[src/hdl/pss_regs.svh]
// Constants of the print start sequencer: error codes and timing.
// Assumes inclusion by the package and the design file only.
`ifndef PSS_REGS_SVH
`define PSS_REGS_SVH

`define PSS_ERR_NONE 8'h00
`define PSS_ERR_NO_LABEL 8'h08
`define PSS_ERR_NO_RIBBON 8'h0A
`define PSS_ERR_FRAMING 8'h0B
`define PSS_ERR_PARITY 8'h0C
`define PSS_ERR_DATA_LOST 8'h0D
`define PSS_MIN_PULSE_MS 50
`define PSS_CNT_ZERO 8'h00
`define PSS_CNT_ONE 8'h01
`define PSS_SYNC_IN 0
`define PSS_SYNC_OUT 1
`define PSS_SYNC_PREV 2

`endif

[src/hdl/pss_pkg.sv]
// Types of the print start sequencer.
// Assumes pss_regs.svh is on the include path.
`include "pss_regs.svh"

package pss_pkg;

  typedef enum logic [1:0] {
    PSS_IDLE = 2'h0,
    PSS_GEN = 2'h1,
    PSS_READY = 2'h3,
    PSS_PRINT = 2'h2
  } pss_state_t;

  // Configuration straps from the machine set-up
  typedef struct packed {
    logic static_mode;
    logic level_trigger;
    logic extended_mem;
    logic has_variables;
    logic [7:0] layouts;
  } pss_cfg_t;

  // Fault events from the mechanics and the serial receiver
  typedef struct packed {
    logic framing;
    logic parity;
    logic data_lost;
    logic ribbon_out;
    logic label_missing;
  } pss_fault_t;

  typedef struct packed {
    pss_state_t state;
    logic [2:0] start_sync;
    logic [7:0] left;
    logic prepared;
    logic generated_once;
    logic order_loaded;
    logic order_out;
    logic print_out;
    logic gen_out;
    logic feed_out;
    logic receive_out;
    logic err_valid;
    logic [7:0] err_code;
    logic ignored;
  } pss_st_t;

endpackage

[src/hdl/pss_sequencer.sv]
// Print start sequencer: start trigger, print order output, generation
// and error reporting for a direct print module.
// Assumes print/generation done pulses and fault pulses come on i_clk.
// Assumes the configuration straps stay still while an order runs.
`timescale 1ns/1ns
`include "pss_regs.svh"

// Overview of operation
// - Dynamic mode with edge trigger takes only the start input's transition as a print start.
// - Trigger selectable as rising edge or high level.
// - Static mode: held level continues into next layout once it is generated.
// - Static mode: level removed, finish current layout then wait.
// - Starts arriving while printing are ignored.
// - Print order output stays active until all layouts are printed.
// - Standard memory: next order generated only after previous finished feeding.
// - Extended memory: generate at order start, prepare next before current ends.
// - Dynamic mode: layout spacing follows start pulse interval, not layout length.
// - Identical layouts generated once; variable layouts regenerated each time.
// - Multi-layout order received once; receiving may overlap printing.
// - Serial faults report codes 11 framing, 12 parity, 13 data lost.
// - Ribbon running out during an order reports code 10.
// - Label measurement finding no label reports code 8.
module pss_sequencer (
  input wire logic i_clk,
  input wire logic i_resetn,
  input wire logic i_start,
  input wire pss_pkg::pss_cfg_t i_cfg,
  input wire logic i_order_valid,
  input wire logic i_gen_done,
  input wire logic i_layout_done,
  input wire pss_pkg::pss_fault_t i_fault,
  output logic o_print_order,
  output logic o_print,
  output logic o_generate,
  output logic o_feed,
  output logic o_receive,
  output logic o_start_ignored,
  output logic o_err_valid,
  output logic [7:0] o_err_code
);
  import pss_pkg::*;

  // ----------------------------------------------------------------
  // State
  // ----------------------------------------------------------------
  // Whole block state in one register, next value built below
  pss_st_t st_reg;
  pss_st_t st_next;

  // ----------------------------------------------------------------
  // Decoding functions
  // ----------------------------------------------------------------
  // Fault priority: serial link first, then mechanics
  function automatic logic [7:0] pss_err_of(input pss_fault_t f);
    logic [7:0] c;
    c = `PSS_ERR_NONE;
    if (f.label_missing) begin
      c = `PSS_ERR_NO_LABEL;
    end
    if (f.ribbon_out) begin
      c = `PSS_ERR_NO_RIBBON;
    end
    if (f.data_lost) begin
      c = `PSS_ERR_DATA_LOST;
    end
    if (f.parity) begin
      c = `PSS_ERR_PARITY;
    end
    if (f.framing) begin
      c = `PSS_ERR_FRAMING;
    end
    return c;
  endfunction

  // Ribbon shortage outside an order is not a print fault
  function automatic pss_fault_t pss_mask_fault(input pss_fault_t f, input logic in_order);
    pss_fault_t m;
    m = f;
    m.ribbon_out = f.ribbon_out & in_order;
    return m;
  endfunction

  // Any fault event present
  function automatic logic pss_any_fault(input pss_fault_t f);
    return f.framing | f.parity | f.data_lost | f.ribbon_out | f.label_missing;
  endfunction

  // Countdown has reached the final layout of the order
  function automatic logic pss_is_last(input logic [7:0] left);
    return left == `PSS_CNT_ONE;
  endfunction

  // State compare, used for every state flag
  function automatic logic pss_in_state(input pss_state_t cur, input pss_state_t want);
    return cur == want;
  endfunction

  // ----------------------------------------------------------------
  // Start synchroniser
  // ----------------------------------------------------------------
  // Host start is asynchronous; stage 0 feeds only stage 1
  logic [`PSS_SYNC_PREV:`PSS_SYNC_IN] sync_shift;

  assign sync_shift[`PSS_SYNC_IN] = i_start;
  for (genvar g = `PSS_SYNC_OUT; g <= `PSS_SYNC_PREV; g++) begin : g_sync
    assign sync_shift[g] = st_reg.start_sync[g - `PSS_SYNC_OUT];
  end

  // ----------------------------------------------------------------
  // Start qualification
  // ----------------------------------------------------------------
  logic start_lvl;
  logic start_rise;
  logic level_mode;
  logic start_ok;

  assign start_lvl = st_reg.start_sync[`PSS_SYNC_OUT];
  // Edge only: a held level must not start a second print
  assign start_rise = st_reg.start_sync[`PSS_SYNC_OUT]
                      & ~st_reg.start_sync[`PSS_SYNC_PREV];
  // Static mode always works on the level
  assign level_mode = i_cfg.static_mode | i_cfg.level_trigger;
  assign start_ok = level_mode ? start_lvl : start_rise;

  // ----------------------------------------------------------------
  // Order progress
  // ----------------------------------------------------------------
  logic last_layout;
  logic gen_finishing;
  logic reuse_layout;
  logic early_gen;
  logic next_ready;

  assign last_layout = pss_is_last(st_reg.left);
  // Generation ending in this very cycle counts as prepared
  assign gen_finishing = i_gen_done & st_reg.gen_out;
  // Without module variables all layouts are the same image
  assign reuse_layout = ~i_cfg.has_variables;
  // Extended memory prepares the next layout while printing
  assign early_gen = i_cfg.extended_mem & ~last_layout;
  assign next_ready = st_reg.prepared | gen_finishing;

  // ----------------------------------------------------------------
  // Fault qualification
  // ----------------------------------------------------------------
  pss_fault_t fault_seen;
  logic fault_any;

  assign fault_seen = pss_mask_fault(i_fault, st_reg.order_out);
  assign fault_any = pss_any_fault(fault_seen);

  // ----------------------------------------------------------------
  // State decoding
  // ----------------------------------------------------------------
  logic in_idle;
  logic in_gen;
  logic in_ready;
  logic in_print;
  logic order_take;
  logic gen_take;
  logic start_take;
  logic start_early;

  assign in_idle = pss_in_state(st_reg.state, PSS_IDLE);
  assign in_gen = pss_in_state(st_reg.state, PSS_GEN);
  assign in_ready = pss_in_state(st_reg.state, PSS_READY);
  assign in_print = pss_in_state(st_reg.state, PSS_PRINT);
  // Order data is taken only between orders
  assign order_take = in_idle & i_order_valid;
  assign gen_take = in_gen & i_gen_done;
  // A start counts only once the layout is prepared
  assign start_take = in_ready & start_ok & st_reg.prepared;
  // Start edge during a print is dropped and reported
  assign start_early = in_print & start_rise;

  // ----------------------------------------------------------------
  // Next state
  // ----------------------------------------------------------------
  always_comb begin
    st_next = st_reg;
    st_next.start_sync = sync_shift;
    st_next.ignored = 1'b0;
    st_next.err_valid = 1'b0;

    case (st_reg.state)
      // Waiting for order data from the host
      PSS_IDLE: begin
        st_next.receive_out = 1'b1;
        // Order data arrives once for all its layouts
        if (order_take) begin
          st_next.left = i_cfg.layouts;
          st_next.order_loaded = 1'b1;
          st_next.receive_out = 1'b0;
          st_next.generated_once = 1'b0;
          st_next.order_out = 1'b1;
          st_next.gen_out = 1'b1;
          st_next.state = PSS_GEN;
        end
      end

      // Layout image being built
      PSS_GEN: begin
        if (gen_take) begin
          st_next.gen_out = 1'b0;
          st_next.generated_once = 1'b1;
          st_next.prepared = 1'b1;
          st_next.state = PSS_READY;
        end
      end

      // Prepared layout waiting for a qualified start
      PSS_READY: begin
        // Layout spacing set by start timing alone
        if (start_take) begin
          st_next.prepared = 1'b0;
          st_next.print_out = 1'b1;
          st_next.feed_out = 1'b1;
          st_next.state = PSS_PRINT;
          // Extended memory generates during the print
          if (early_gen) begin
            st_next.gen_out = ~reuse_layout;
            st_next.prepared = reuse_layout;
          end
          // Receiving overlaps printing with extended memory
          if (i_cfg.extended_mem) begin
            st_next.receive_out = 1'b1;
          end
        end
      end

      // Layout on the material
      PSS_PRINT: begin
        // Host started too early
        if (start_early) begin
          st_next.ignored = 1'b1;
        end
        if (gen_finishing) begin
          st_next.gen_out = 1'b0;
          st_next.prepared = 1'b1;
        end
        if (i_layout_done && st_reg.order_loaded) begin
          st_next.print_out = 1'b0;
          st_next.feed_out = 1'b0;
          st_next.left = st_reg.left - `PSS_CNT_ONE;
          if (last_layout) begin
            // Order complete only after full feed
            st_next.order_out = 1'b0;
            st_next.order_loaded = 1'b0;
            st_next.prepared = 1'b0;
            st_next.gen_out = 1'b0;
            st_next.state = PSS_IDLE;
          end else if (next_ready) begin
            // Held level resumes at once in static mode
            st_next.state = PSS_READY;
          end else if (reuse_layout && st_reg.generated_once) begin
            // Same image again, no new generation
            st_next.gen_out = 1'b0;
            st_next.prepared = 1'b1;
            st_next.state = PSS_READY;
          end else begin
            // Variable parts built anew for each layout
            st_next.gen_out = 1'b1;
            st_next.prepared = 1'b0;
            st_next.state = PSS_GEN;
          end
        end
      end

      default: begin
        st_next.state = PSS_IDLE;
      end
    endcase

    // Fault report, one pulse with its code
    if (fault_any) begin
      st_next.err_valid = 1'b1;
      st_next.err_code = pss_err_of(fault_seen);
    end
  end

  // ----------------------------------------------------------------
  // Registers
  // ----------------------------------------------------------------
  // Asynchronous clear drives every output low
  always_ff @(posedge i_clk or negedge i_resetn) begin
    if (!i_resetn) begin
      st_reg <= '0;
    end else begin
      st_reg <= st_next;
    end
  end

  // ----------------------------------------------------------------
  // Outputs
  // ----------------------------------------------------------------
  // Order, print and handshake levels
  assign o_print_order = st_reg.order_out;
  assign o_print = st_reg.print_out;
  assign o_generate = st_reg.gen_out;
  assign o_feed = st_reg.feed_out;
  assign o_receive = st_reg.receive_out;
  // Single-cycle pulses and the held fault code
  assign o_start_ignored = st_reg.ignored;
  assign o_err_valid = st_reg.err_valid;
  assign o_err_code = st_reg.err_code;

endmodule

[config.mk]
export PLATFORM = sky130hd
export DESIGN_NAME = pss_sequencer
export DESIGN_NICKNAME = d
export VERILOG_FILES = /design/src/hdl/pss_pkg.sv /design/src/hdl/pss_sequencer.sv
export VERILOG_INCLUDE_DIRS = /design/src /design/src/hdl
export SDC_FILE = /design/constraint.sdc
export NUM_CORES = 1
export LEC_CHECK = 0
export ABC_AREA = 1
export BUFFER_PORTS_ARGS = -buffer_cell sky130_fd_sc_hd__buf_2
export CORE_AREA = 3 3 55 70
export DETAILED_ROUTE_END_ITERATION = 10
export DIE_AREA = 0 0 58 73
export PLACE_DENSITY_LB_ADDON = 0.25
export SETUP_SLACK_MARGIN = 0.05
export SLEW_MARGIN = 30
export SYNTH_ARGS = -nofsm -noshare
export SYNTH_HDL_FRONTEND = slang
export SYNTH_SLANG_ARGS = --single-unit
[constraint.sdc]
create_clock -name i_clk -period 1.4 [get_ports i_clk]
set_input_delay 0.21 -clock i_clk [delete_from_list [all_inputs] [get_ports i_clk]]
set_output_delay 0.21 -clock i_clk [all_outputs]
set_load 0.005 [all_outputs]
# Word-level counts from Yosys, hierarchy flattened
# Cells that the tools add are included.
dict set report word_totals {
  register_bits 31
  inputBits 23
  out_inout_bits 15
  wordCells 106
}
dict set report op_classes {
  addsub 1
  eq_ne 11
  muxes 46
  n_bitwise 18
  reduce_logical 16
}
# operator n
set ops {}
lappend ops {{$mux 8} 5}
lappend ops {{$mux 1} 18}
lappend ops {{$mux 9} 2}
lappend ops {{$mux 2} 8}
lappend ops {{$pmux 8 s2} 1}
lappend ops {{$reduce_and 3->1} 5}
lappend ops {{$reduce_and 4->1} 3}
lappend ops {{$and 1x1->1} 9}
lappend ops {{$eq 8x1->1 const B} 1}
lappend ops {{$mux 4} 2}
lappend ops {{$ne 2x1->1 const B} 4}
lappend ops {{$pmux 1 s2} 4}
lappend ops {{$pmux 2 s4} 1}
lappend ops {{$reduce_bool 2->1} 4}
lappend ops {{$sub 8x1->8 const B} 1}
lappend ops {{$ne 2x2->1 const B} 3}
lappend ops {{$or 1x1->1} 6}
lappend ops {{$mux 5} 1}
lappend ops {{$eq 2x2->1 const B} 2}
lappend ops {{$pmux 1 s4} 1}
lappend ops {{$pmux 2 s2} 1}
lappend ops {{$mux 3} 1}
lappend ops {{$not 1->1} 3}
lappend ops {{$pmux 1 s3} 1}
lappend ops {{4 further kinds} 5}

# Longest topological paths before layout
# Gate-level depths: netlist (run 1).
dict set report depth {
  word_depth 7
  ltp_mapped 10
}

# Worst setup path after synthesis (run 1)
# OpenSTA, ideal clock, no wires.
dict set report synth_timing {
  path_type {flip-flop to flip-flop}
  startpoint {reg st_reg[29] in the netlist's numbering}
  endpoint {reg st_reg[23] in the netlist's numbering}
  arrival_time_ps 1083
  required_ps 1276
  slack_ps 193
  path_stages_with_launch 9
  n_path_buf 0
  period_less_slack_ps 1207
  path_cell_list {dfrtp_1 inv_2 nand2_4 nor2_8 inv_6 nand2_8 nand2_1 nand2_1 nand3_1}
}
dict set report synth_between {
  elab_chain_len 4
}
# element line
set synth_rtl {}
lappend synth_rtl {{from (decl)} pss_sequencer.sv:47} ;# pss_st_t st_reg;
lappend synth_rtl {{from (signal assigned)} pss_sequencer.sv:289} ;# st_reg <= st_next;
lappend synth_rtl {{$logic_not 2->1} {pss_sequencer.sv:95, pss_sequencer.sv:185}}
lappend synth_rtl {{$and 1x1->1} pss_sequencer.sv:169} ;# assign order_take = in_idle & i_order_valid;
lappend synth_rtl {{$ne 2x1->1 (no source line)} n/a}
lappend synth_rtl {{$reduce_and 3->1 (no source line)} n/a}
# Several ways; a longest one is shown, not always the timed one.
# A chain may end at the register's enable or synchronous reset.

# Worst setup path after layout (run 1)
dict set report layout_timing {
  startpoint {reg st_reg[29] in the netlist's numbering}
  endpoint {reg st_reg[17] in the netlist's numbering}
}
dict set report layout_between {
  elab_chain_len 5
}
# element line
set layout_rtl {}
lappend layout_rtl {{$eq 2x2->1} {pss_sequencer.sv:95, pss_sequencer.sv:185}}
lappend layout_rtl {{$and 1x1->1 (2 in series)} pss_sequencer.sv:172} ;# assign start_take = in_ready & start_ok & st_reg.prepared;
lappend layout_rtl {{$ne 2x1->1 (no source line)} n/a}
lappend layout_rtl {{$reduce_and 3->1 (no source line)} n/a}
# Several ways; a longest one is shown, not always the timed one.

==> results list, run 1 <==
- List of cells traversed by the critical path: inv_4 -> nand2_8 -> nor2_2 -> nand2_1 -> nand2_1 -> nor2_2 -> nand3_2 -> nand2_1
- Internal Power: 1.02 mW
- TritonCTS built the clock tree.
- In the synthesized netlist, the number of instances is 190.
- Largest vdd supply drop: 0.000488 V
* Area of the multi-input gates: about 730 um2
- Power share of the sequential group: 0.560
- The number of global-route vias before repair came to 1309.
- Floorplan Core Area: approximately 3200 um2
- Fillers: 317
- After legalization and detailed placement, the total HPWL measured 2.49 mm.
* Total standard cell area after synthesis: between 1000 and 1500 um2
- Data required time at the worst endpoint: approximately 1600 ps
- The number of antenna violations at the first check in global routing is 0.
* Placement-stage cell area: roughly 1700 um2
- Delay of the slowest cell on the worst path: between 400 and 500 ps
- Rows: 23
- The slowest stage of the critical path belongs to the cell sky130_fd_sc_hd__dfrtp_1.
- In the final routed layout, each cell accounts on average for 12.6 um.
- The worst setup path is of the reg -> reg kind.
* Pre-CTS WS: ~11 ps
- Worst endpoint data arrival time: 1500 ps
- Die area: 4230 um2
* Fin Clk Skew: ~2.3 ps
- At the pin with the least slew margin, the transition time is a little under 600 ps.
* Via count: ~1.4k
- Sequential cell area: 627 um2
* CTS Buf Count: 3
- Share of post-route cells with drive strength above 1: 0.371
* Total of endpoints with negative setup slack in the final report: 0
- Dividing total power by cell area gives a power density of 720 nW/um2.
* Clk network pwr share: 0.319
* Leakage: slightly above 1 nW
- Global placer's final weighted congestion: 0.906
- Dividing the synthesized area by the synthesized cell count gives 7.65 um2.
- The number of hold violations in the final report was 0.
- For this run the aggregate overflow at the end of global routing stands at 0.
* Master cell of the clock root buffer: sky130_fd_sc_hd__clkbuf_8
- # nets final: 266
- The count of pins over their slew limit came to 0.
* Remaining number of nets flagged by the antenna check after routing: 0
* Pin count of the biggest net entering global routing: 26
* Outcome: finished clean
- Number of library cell types mapped by synthesis: 29
- Final Power: roughly 1.4 mW
- Along the worst path, the maximum fanout reaches 4.
- Number of input and output port buffers inserted: 33
* Fmax: 0.749 GHz
- Type of the most critical hold path: in -> reg
- Leaving out fill and tap cells, the most frequent cell in the layout is sky130_fd_sc_hd__nand2_1.
* Clk sinks: 25
* Count of TritonRoute iterations in the first routing pass: 4
* DR vias/cell: 5.00
* Count of H-tree levels built during CTS: 1
* Type of origin of the critical path: flop
- Power spent charging and discharging nets: ~350 uW
* Buffer levels on the longest clock path: 2
- Highest-count cells in the layout ignoring fill and taps: 46 x sky130_fd_sc_hd__nand2_1, 33 x sky130_fd_sc_hd__buf_2, 24 x sky130_fd_sc_hd__dfrtp_1
- Most frequent cell on the critical path: sky130_fd_sc_hd__nand2_1
- The repair_antennas step left the layout with diodes totalling 0.
- The worst setup path is captured at a flop.
* Ports placed on the boundary: 38
- Logic gate share of total power: 0.120
* Gr usage total: 0.168
* Floorplan die height: 73 um
* Switching fraction of total power: 0.253
- The initial utilization of the core area, before any placement, comes to 0.451.
- For this run, design rule violations remaining after detail routing come to 0.
- Final worst setup slack: 64.5 ps
- In the finished design, the share of the clock period the worst path needs comes to 0.954.
- Final instance area: 1890 um2
* Warning count from the yosys run: 0
* Flip-flop count of the largest register, all copies and words added: 14
- First-pass GRT wire length: 5.51 mm
- Routed wire length: 3.50 mm
- Seq/Total Area, Yosys: 0.430
- Min Tclk post-route: 1340 ps
- Compared with the post-synthesis result, the final layout area differs by 30.2%.
- Max-cap check violation count: 0
- Die width: 58 um
- Clock-pin slew was measured on the worst setup and hold paths at 90 ps.
* Number of flip-flops and latches in the synthesized netlist: 25
- Clk_lat worst skew: 270 ps
- Unrepaired setup endpoints after global routing: yes
* Initial DRC Count: 31
- Remaining max-slew budget at the tightest pin: 0.612
## per-stage QoR
stage          std cells  hold WS (ps)  setup TNS (ps)   util
2_1_floorplan        193         -85.6               0      -
3_3_place_gp         260           235           -23.0  0.513
3_5_place_dp         260           240               0  0.513
4_1_cts              271          36.5               0  0.545
5_1_grt              277          25.7               0  0.587
6_report             277          42.0               0  0.587
## layer usage
layer,GRT usage,part of all wire
met5,0,0
met3,0.0265,0.051
met1,0.201,0.41
met4,0.0851,0.028
met2,0.286,0.51
## path summary, 6_finish.rpt
check	start	endpoint	slack, ps	cells after the start
worst min-delay path	i_start	st_next[27]$_DFF_PN0_	40	1
max in group asynchronous	i_resetn	st_reg[30]$_DFFE_PN0P_	520	2
worst max-delay path	st_reg[29]$_DFFE_PN0P_	st_reg[17]$_DFFE_PN0P_	60	8
worst min register to register	st_next[27]$_DFF_PN0_	st_next[28]$_DFF_PN0_	360	0
worst max register to register	st_reg[29]$_DFFE_PN0P_	st_reg[17]$_DFFE_PN0P_	60	8
min in group asynchronous	i_resetn	st_reg[21]$_DFFE_PN0P_	460	2
## Yosys cell counts (all sizes together)
cell | count | share of area
nand2 | 56 | 0.16
inv | 29 | 0.080
dfrtp | 25 | 0.43
nor2 | 18 | 0.068
a21oi | 16 | 0.058
nand3 | 13 | 0.045
o21ai | 10 | 0.034
buf | 9 | 0.046
ha | 2 | 0.017
nand4 | 2 | 0.0086
o221ai | 2 | 0.012
a32o | 1 | 0.0069
conb | 1 | 0.0026
nor3 | 1 | 0.0034
o211ai | 1 | 0.0052
o21bai | 1 | 0.0052
o22ai | 1 | 0.0043
or2 | 1 | 0.0043
xnor2 | 1 | 0.0060
## area by class of cell
class                   instances  share of cell area
multi-input cells             130               0.388
well taps                      37              0.0245
clock buffers                   3              0.0218
flip-flops and latches         25               0.331
repair buffers                 52               0.168
clock inverters                 1             0.00264
inverters                      29              0.0641
## critical path: cells and delay by family (launching register included)
kind          cells  cell delay (ps)
buf+inv           1              130
flops             1              450
simple gates      7              650
## power by group through the flow
stage                     clock network (mW)  logic (mW)  registers [mW]
after floorplan                            0      0.0854           0.775
after global placement                     0       0.153           0.776
after detailed placement                   0       0.153           0.777
after CTS                              0.446       0.156           0.762
after global routing                   0.473       0.188           0.767
final                                  0.435       0.164           0.763
## what timing repair did
action / in CTS / in global routing
cloned: 0 / 0
gates resized for setup: 1 / 30
setup buffers: 6 / 6
endpoints found under the setup margin: 7 / 14
pin swaps: 2 / 9
endpoints found under the hold margin: 25 / 0
hold buffers: 1 / 0
## cells by family after synthesis
| kind of cell | synth area share |
|---|---|
| buf+inv | 0.127 |
| flops | 0.430 |
| other cells | 0.00258 |
| xor+xnor | 0.00603 |
| compound gates | 0.126 |
| simple gates | 0.292 |
| fa+ha+maj | 0.0172 |
Power figures use the tool's default switching activity.
==> inputs of run 2 (changes only) <==
Settings changed: CORE_AREA 3 3 55 70 to 3 3 61 63, DIE_AREA 0 0 58 73 to 0 0 64 66.
Clock period 1.4 ns to 1.6 ns, I/O delays scaled along.
==> results list, run 2 (same netlist as run 1, synthesis figures left out) <==
- Die area: 4220 um2 (-0.24%)
- STA classifies the critical path startpoint as a flop.
- Count of H-tree levels built during CTS: 1 (unchanged)
* Internal reg-to-reg setup slack: 200 ps (+130 ps)
* Startpoint of the worst register-to-register path: st_reg[29]$_DFFE_PN0P_
- Reg-to-reg endpoint: st_reg[23]$_DFFE_PN0P_
* Remaining number of nets flagged by the antenna check after routing: 0 (unchanged)
* Total grt overflow: 0 (unchanged)
- The DRC violation total after the first TritonRoute iteration is 77 (+150%).
* # nets final: 250 (-6.0%)
* Total buffers and inverters traversed by the critical path: 2 (+1)
- The quantity of gates resized following cts came to 0 (-1).
- The cell family contributing the most delay on the critical path is simple AND/OR/NAND/NOR gates.
* Number of cells on the worst hold path: 2 (+1)
- The via density per instance is 4.67 (-6.6%).
- Floorplan Core Area: 3280 um2 (+1.9%)
- The number of antenna violations at the first check in global routing was 0 (unchanged).
* Initial core utilization: 0.443 (-0.00842)
* Diodes inserted: 0 (unchanged)
- Outcome: finished clean
- Endpoint type of the worst setup path: flop
- TritonCTS clock tree: done
- Worst Setup Path Type: reg -> reg
* Number of design rule violations left after detail routing: 0 (unchanged)
- Finished Core Util: 0.511 (-0.0765)
- Fillers: 341 (+7.6%)
- Highest-count cells in the layout ignoring fill and taps: 53 x sky130_fd_sc_hd__nand2_1, 33 x sky130_fd_sc_hd__buf_2, 25 x sky130_fd_sc_hd__dfrtp_1
- Most frequent cell on the critical path: sky130_fd_sc_hd__nand2_1
- Type of the most critical hold path: in -> reg
- The count of max-cap constraint violations was 0 (unchanged).
- The count of pins over their slew limit was 0 (unchanged).
* Global placer's final weighted congestion: 0.967 (+6.8%)
* Total of endpoints with negative setup slack in the final report: 0 (unchanged)
* Maximum fanout along the worst path: 10 (+6)
- Rows: 21 (-8.7%)
- The total via count after detailed routing came to 1260 (-9.0%).
- Share of the cycle needed by the critical path after routing: 0.876 (-0.0778)
* Layout Area Growth over Synthesis: 15.4%
- Aggregate negative setup slack: 0 ps (unchanged)
- WL/cell: 10.7 um (-16%)
- Pin slew with the least headroom to its limit: 575 ps (-6.43 ps)
- The fmax came to 0.713 GHz (-4.7%).
* Ports placed on the boundary: 38 (unchanged)
* Unrepaired setup endpoints after global routing: no
* Remaining max-slew budget at the tightest pin: 0.617 (+0.00428)
- The global-route usage over all layers came to 0.148 (-0.0199).
- Final Power: 1.08 mW (-21%)
* Via count of the first global-routing pass: 1170 (-11%)
- Commonest non-fill, non-tap cell in the layout: sky130_fd_sc_hd__nand2_1
- The largest incremental delay on the critical path is 450 ps (about the same).
- The power density over cell area is 644 nW/um2 (-10%).
* Share of post-route cells with drive strength above 1: 0.228 (-0.143)
- The number of port buffers was 33 (unchanged).
- Hold-critical path endpoint: o_err_code[0]$_DFFE_PN0P_
* Pin count of the biggest net entering global routing: 26 (unchanged)
* CTS Buf Count: 3 (unchanged)
* Data required time at the worst endpoint: 1820 ps (+250 ps)
* Slowest stage cell on the critical path: sky130_fd_sc_hd__dfrtp_1
* Worst Reg-to-Reg Cells: 8 (unchanged)
- Routed wire length: 2.88 mm (-18%)
- The peak supply drop was 0.000434 V (-11%).
- Clk_lat worst skew: 310 ps (+40 ps)
- Hold path startpoint: i_fault[3]
* First-pass GRT wire length: 5.06 mm (-8.2%)
* Clk sinks: 25 (unchanged)
- Buffer levels on the longest clock path: 2 (unchanged)
- The clock-pin slew on the worst setup and hold paths is 140 ps (+50 ps).
* Leakage: 0.895 nW (-11%)
* Flip-flop count of the largest register, all copies and words added: 14 (unchanged)
- Fin Clk Skew: 2.58 ps (+0.263 ps)
* List of cells traversed by the critical path: inv_2 -> nand2_4 -> nor2_8 -> inv_6 -> nand2_8 -> nand2_1 -> nand2_1 -> nand3_1
- Worst endpoint data arrival time: 1620 ps (+120 ps)
- Final count of hold timing violations: 0 (unchanged)
- In this run the clock root is driven by a sky130_fd_sc_hd__clkbuf_4.
* Count of TritonRoute iterations in the first routing pass: 4 (unchanged)
- The floorplan die height came to 66 um (-9.6%).
- Half-perimeter wire length after detailed placement: 2.29 mm (-8.3%)
- The x dimension of the die came to 64 um (+10%).
* Min Tclk post-route: 1400 ps (+66.2 ps)
==> run 2: stage by stage <==
stage | cells | area, um2 | hold slack [ps] | setup slack, ps
after CTS | 269 | 1670 | 3.06 | 189
after global routing | 270 | 1680 | 126 | 64.5
after floorplan | 193 | 1470 | -55.6 | 393
after global placement | 264 | 1630 | 277 | 190
final | 270 | 1680 | 120 | 198
after detailed placement | 264 | 1630 | 276 | 204
==> run 2: power by group <==
part	internal [mW]	switching, mW
logic	0.0554	0.0697
registers	0.654	0.0149
clock network	0.0953	0.191
==> run 2: final cells by class <==
class,instances,area [um2],area share
clock inverters,1,7.51,0.00447
flip-flops and latches,25,626,0.373
well taps,46,57.6,0.0343
inverters,29,116,0.0694
multi-input cells,130,656,0.391
repair buffers,36,193,0.115
clock buffers,3,22.5,0.0134
==> run 2: layer usage <==
metal  track usage  wire (um)
met1         0.194       1370
met2         0.246       1390
met3        0.0255        109
met4        0.0458         15
met5             0          0
==> run 2: timing repair <==
item	CTS	global route
hold buffers	1	1
hold endpoints to repair	25	1
buffers inserted	0	0
==> run 2: how the worst max path moves through the flow <==
stage,start,end,cells past startpoint
after floorplan,st_reg[29]$_DFFE_PN0P_,st_reg[23]$_DFFE_PN0P_,8
after global placement,st_reg[29]$_DFFE_PN0P_,st_reg[23]$_DFFE_PN0P_,8
after detailed placement,st_reg[29]$_DFFE_PN0P_,st_reg[23]$_DFFE_PN0P_,8
after CTS,st_reg[29]$_DFFE_PN0P_,st_reg[23]$_DFFE_PN0P_,8
after global routing,st_reg[29]$_DFFE_PN0P_,st_reg[17]$_DFFE_PN0P_,8
final,st_reg[29]$_DFFE_PN0P_,st_reg[23]$_DFFE_PN0P_,8
==> inputs of run 3 (changes only) <==
Settings changed: CORE_AREA 3 3 61 63 to 3 3 47 82, DIE_AREA 0 0 64 66 to 0 0 50 85, SETUP_SLACK_MARGIN 0.05 to 0.1.
==> results list, run 3 (same netlist as run 1, synthesis figures left out) <==
* Outcome: finished clean
* TritonCTS clock tree: done
- Flip-flop count of the largest register, all copies and words added: 14 (unchanged)
- Diodes inserted: 0 (unchanged)
- Number of antenna violations at the first check in global routing: 0 (unchanged)
* Delay of the slowest cell on the worst path: 450 ps (about the same)
- For this design, the slowest cell found on the critical path is sky130_fd_sc_hd__dfrtp_2.
- The number of nets in the layout came to 257 (+2.8%).
- Remaining number of nets flagged by the antenna check after routing: 0 (unchanged)
* Fmax: 0.719 GHz (+0.77%)
- DR vias/cell: 4.87 (+4.3%)
- Most frequent cell on the critical path: sky130_fd_sc_hd__nand2_1
- The internal reg-to-reg setup slack came to 210 ps (about the same).
* Worst endpoint data arrival time: 1560 ps (-60 ps)
- Setup repair after global routing left no endpoint under its margin.
- The final worst-path setup slack was 209 ps (+10.7 ps).
- Gr usage total: 0.177 (+0.0292)
- The required time at the worst-slack endpoint is 1770 ps (-50 ps).
- The worst max-slew margin expressed relative to the limit came to 0.603 (-0.0133).
- The leakage dissipation is 0.947 nW (+5.9%).
- Type of the most critical hold path: in -> reg
- The total via count after detailed routing is 1344 (+6.7%).
- The detailed-route DRC error count was 0 (unchanged).
- Floorplan die height: 85 um (+29%)
- The core area is 3330 um2 (+1.3%).
* Master cell of the clock root buffer: sky130_fd_sc_hd__clkbuf_8
* List of cells traversed by the critical path: inv_2 -> nand2_2 -> nor2_4 -> inv_4 -> nand2_8 -> nand2_1 -> nand2_1 -> nand3_1
- Rows: 28 (+33%)
* Pin count of the biggest net entering global routing: 26 (unchanged)
- The number of cells on the worst reg-to-reg path came to 8 (unchanged).
* Clk_lat worst skew: 280 ps (-30 ps)
- Fin. max-slew vios: 0 (unchanged)
- Worst Setup Path Type: reg -> reg
* Buffer levels on the longest clock path: 2 (unchanged)
- Fin Clk Skew: 9.08 ps (+6.50 ps)
- Number of input and output port buffers inserted: 33 (unchanged)
* Hold_ws: 52.5 ps (-67.1 ps)
* Type of origin of the critical path: flop
- The x dimension of the die came to 50 um (-22%).
- The library cell used most frequently in the layout, excluding fill and tap cells, is sky130_fd_sc_hd__nand2_1.
- Share of the cycle needed by the critical path after routing: 0.869 (-0.00671)
- The maximum fanout along the worst path was 9 (-1).
* Ports placed on the boundary: 38 (unchanged)
- Clk sinks: 25 (unchanged)
* Reg clk slew, reported paths: 100 ps (-40 ps)
- CTS Buf Count: 3 (unchanged)
- Layout Area Growth over Synthesis: 21.3%
- The number of global-route vias before repair came to 1322 (+13%).
- WL/cell: 12.7 um (+20%)
- Pre-CTS WS: 155 ps (-49.7 ps)
- Half-perimeter wire length after detailed placement: 2.71 mm (+19%)
- Count of TritonRoute iterations in the first routing pass: 4 (unchanged)
* Global placer's final weighted congestion: 0.935 (-3.4%)
- Total grt overflow: 0 (unchanged)
- The peak supply drop is 0.000516 V (+19%).
- The fraction of layout cells with a size suffix above 1 came to 0.264 (+0.0364).
* PD cells: 688 nW/um2 (+6.8%)
- The transition time at the pin with the least slew margin was 595 ps (+20.0 ps).
- The cell depth of the worst min-delay path came to 1 (-1).
- Routed wire length: 3.52 mm (+22%)
- The number of setup violations in the final report was 0 (unchanged).
* Final instance area: 1760 um2 (+5.1%)
- Placement-stage cell area: 1630 um2 (+0.38%)
* Highest-count cells in the layout ignoring fill and taps: 53 x sky130_fd_sc_hd__nand2_1, 33 x sky130_fd_sc_hd__buf_2, 24 x sky130_fd_sc_hd__inv_1
* Endpoint type of the worst setup path: flop
* Initial core utilization: 0.437 (-0.00582)
- Max-cap check violation count: 0 (unchanged)
- Aggregate negative setup slack: 0 ps (unchanged)
* Count of H-tree levels built during CTS: 1 (unchanged)
* Final count of hold timing violations: 0 (unchanged)
* First-pass GRT wire length: 5.82 mm (+15%)
* Die area: 4250 um2 (+0.62%)
* Initial DRC Count: 26 (-66%)
- Min Tclk post-route: 1390 ps (-10.7 ps)
## run 3: per-layer routing
metal  share of wire  up-vias  GRT usage
li1                -      678          -
met1            0.38      615      0.188
met3           0.047        7     0.0193
met5               0        -          0
met2            0.56       44      0.337
met4           0.019        0     0.0730
## run 3: what timing repair did
item	in CTS	in global routing
gates resized for setup	0	3
buffers inserted	0	7
hold buffers	1	0
hold endpoints to repair	25	0
endpoints found under the setup margin	0	7
## run 3: worst paths after layout
| check | from | end |
|---|---|---|
| max in group asynchronous | i_resetn | st_reg[29]$_DFFE_PN0P_ |
| min reg2reg | st_next[27]$_DFF_PN0_ | st_next[28]$_DFF_PN0_ |
| max reg2reg | st_reg[30]$_DFFE_PN0P_ | st_reg[23]$_DFFE_PN0P_ |
| max | st_reg[30]$_DFFE_PN0P_ | st_reg[23]$_DFFE_PN0P_ |
| min | i_start | st_next[27]$_DFF_PN0_ |
| min in group asynchronous | i_resetn | o_err_code[0]$_DFFE_PN0P_ |
## run 3: cell type report
type	count	area, um2
Multi-Input combinational cell	130	656
Timing Repair Buffer	43	255
Tap cell	45	56.3
Sequential cell	25	628
Clock buffer	3	41.3
Clock inverter	1	8.76
Inverter	29	119
Fill cell	344	1560
## run 3: power breakdown
| part | internal (mW) | switching, mW |
|---|---|---|
| sequential | 0.653 | 0.0147 |
| combinational | 0.0555 | 0.0739 |
| clock | 0.183 | 0.233 |
## run 3: per-stage QoR
step | power [mW] | utilization | instances
6_report | 1.21 | 0.530 | 276
5_1_grt | 1.27 | 0.530 | 276
4_1_cts | 1.21 | 0.509 | 269
3_5_place_dp | 0.809 | 0.491 | 264
3_3_place_gp | 0.808 | 0.491 | 264
2_1_floorplan | 0.753 | - | 193
## run 3: worst max-delay path: cells and delay by family (launching register included)
family	cells	cell delay, ps
simple gates	6	600
buf+inv	2	230
flops	1	450
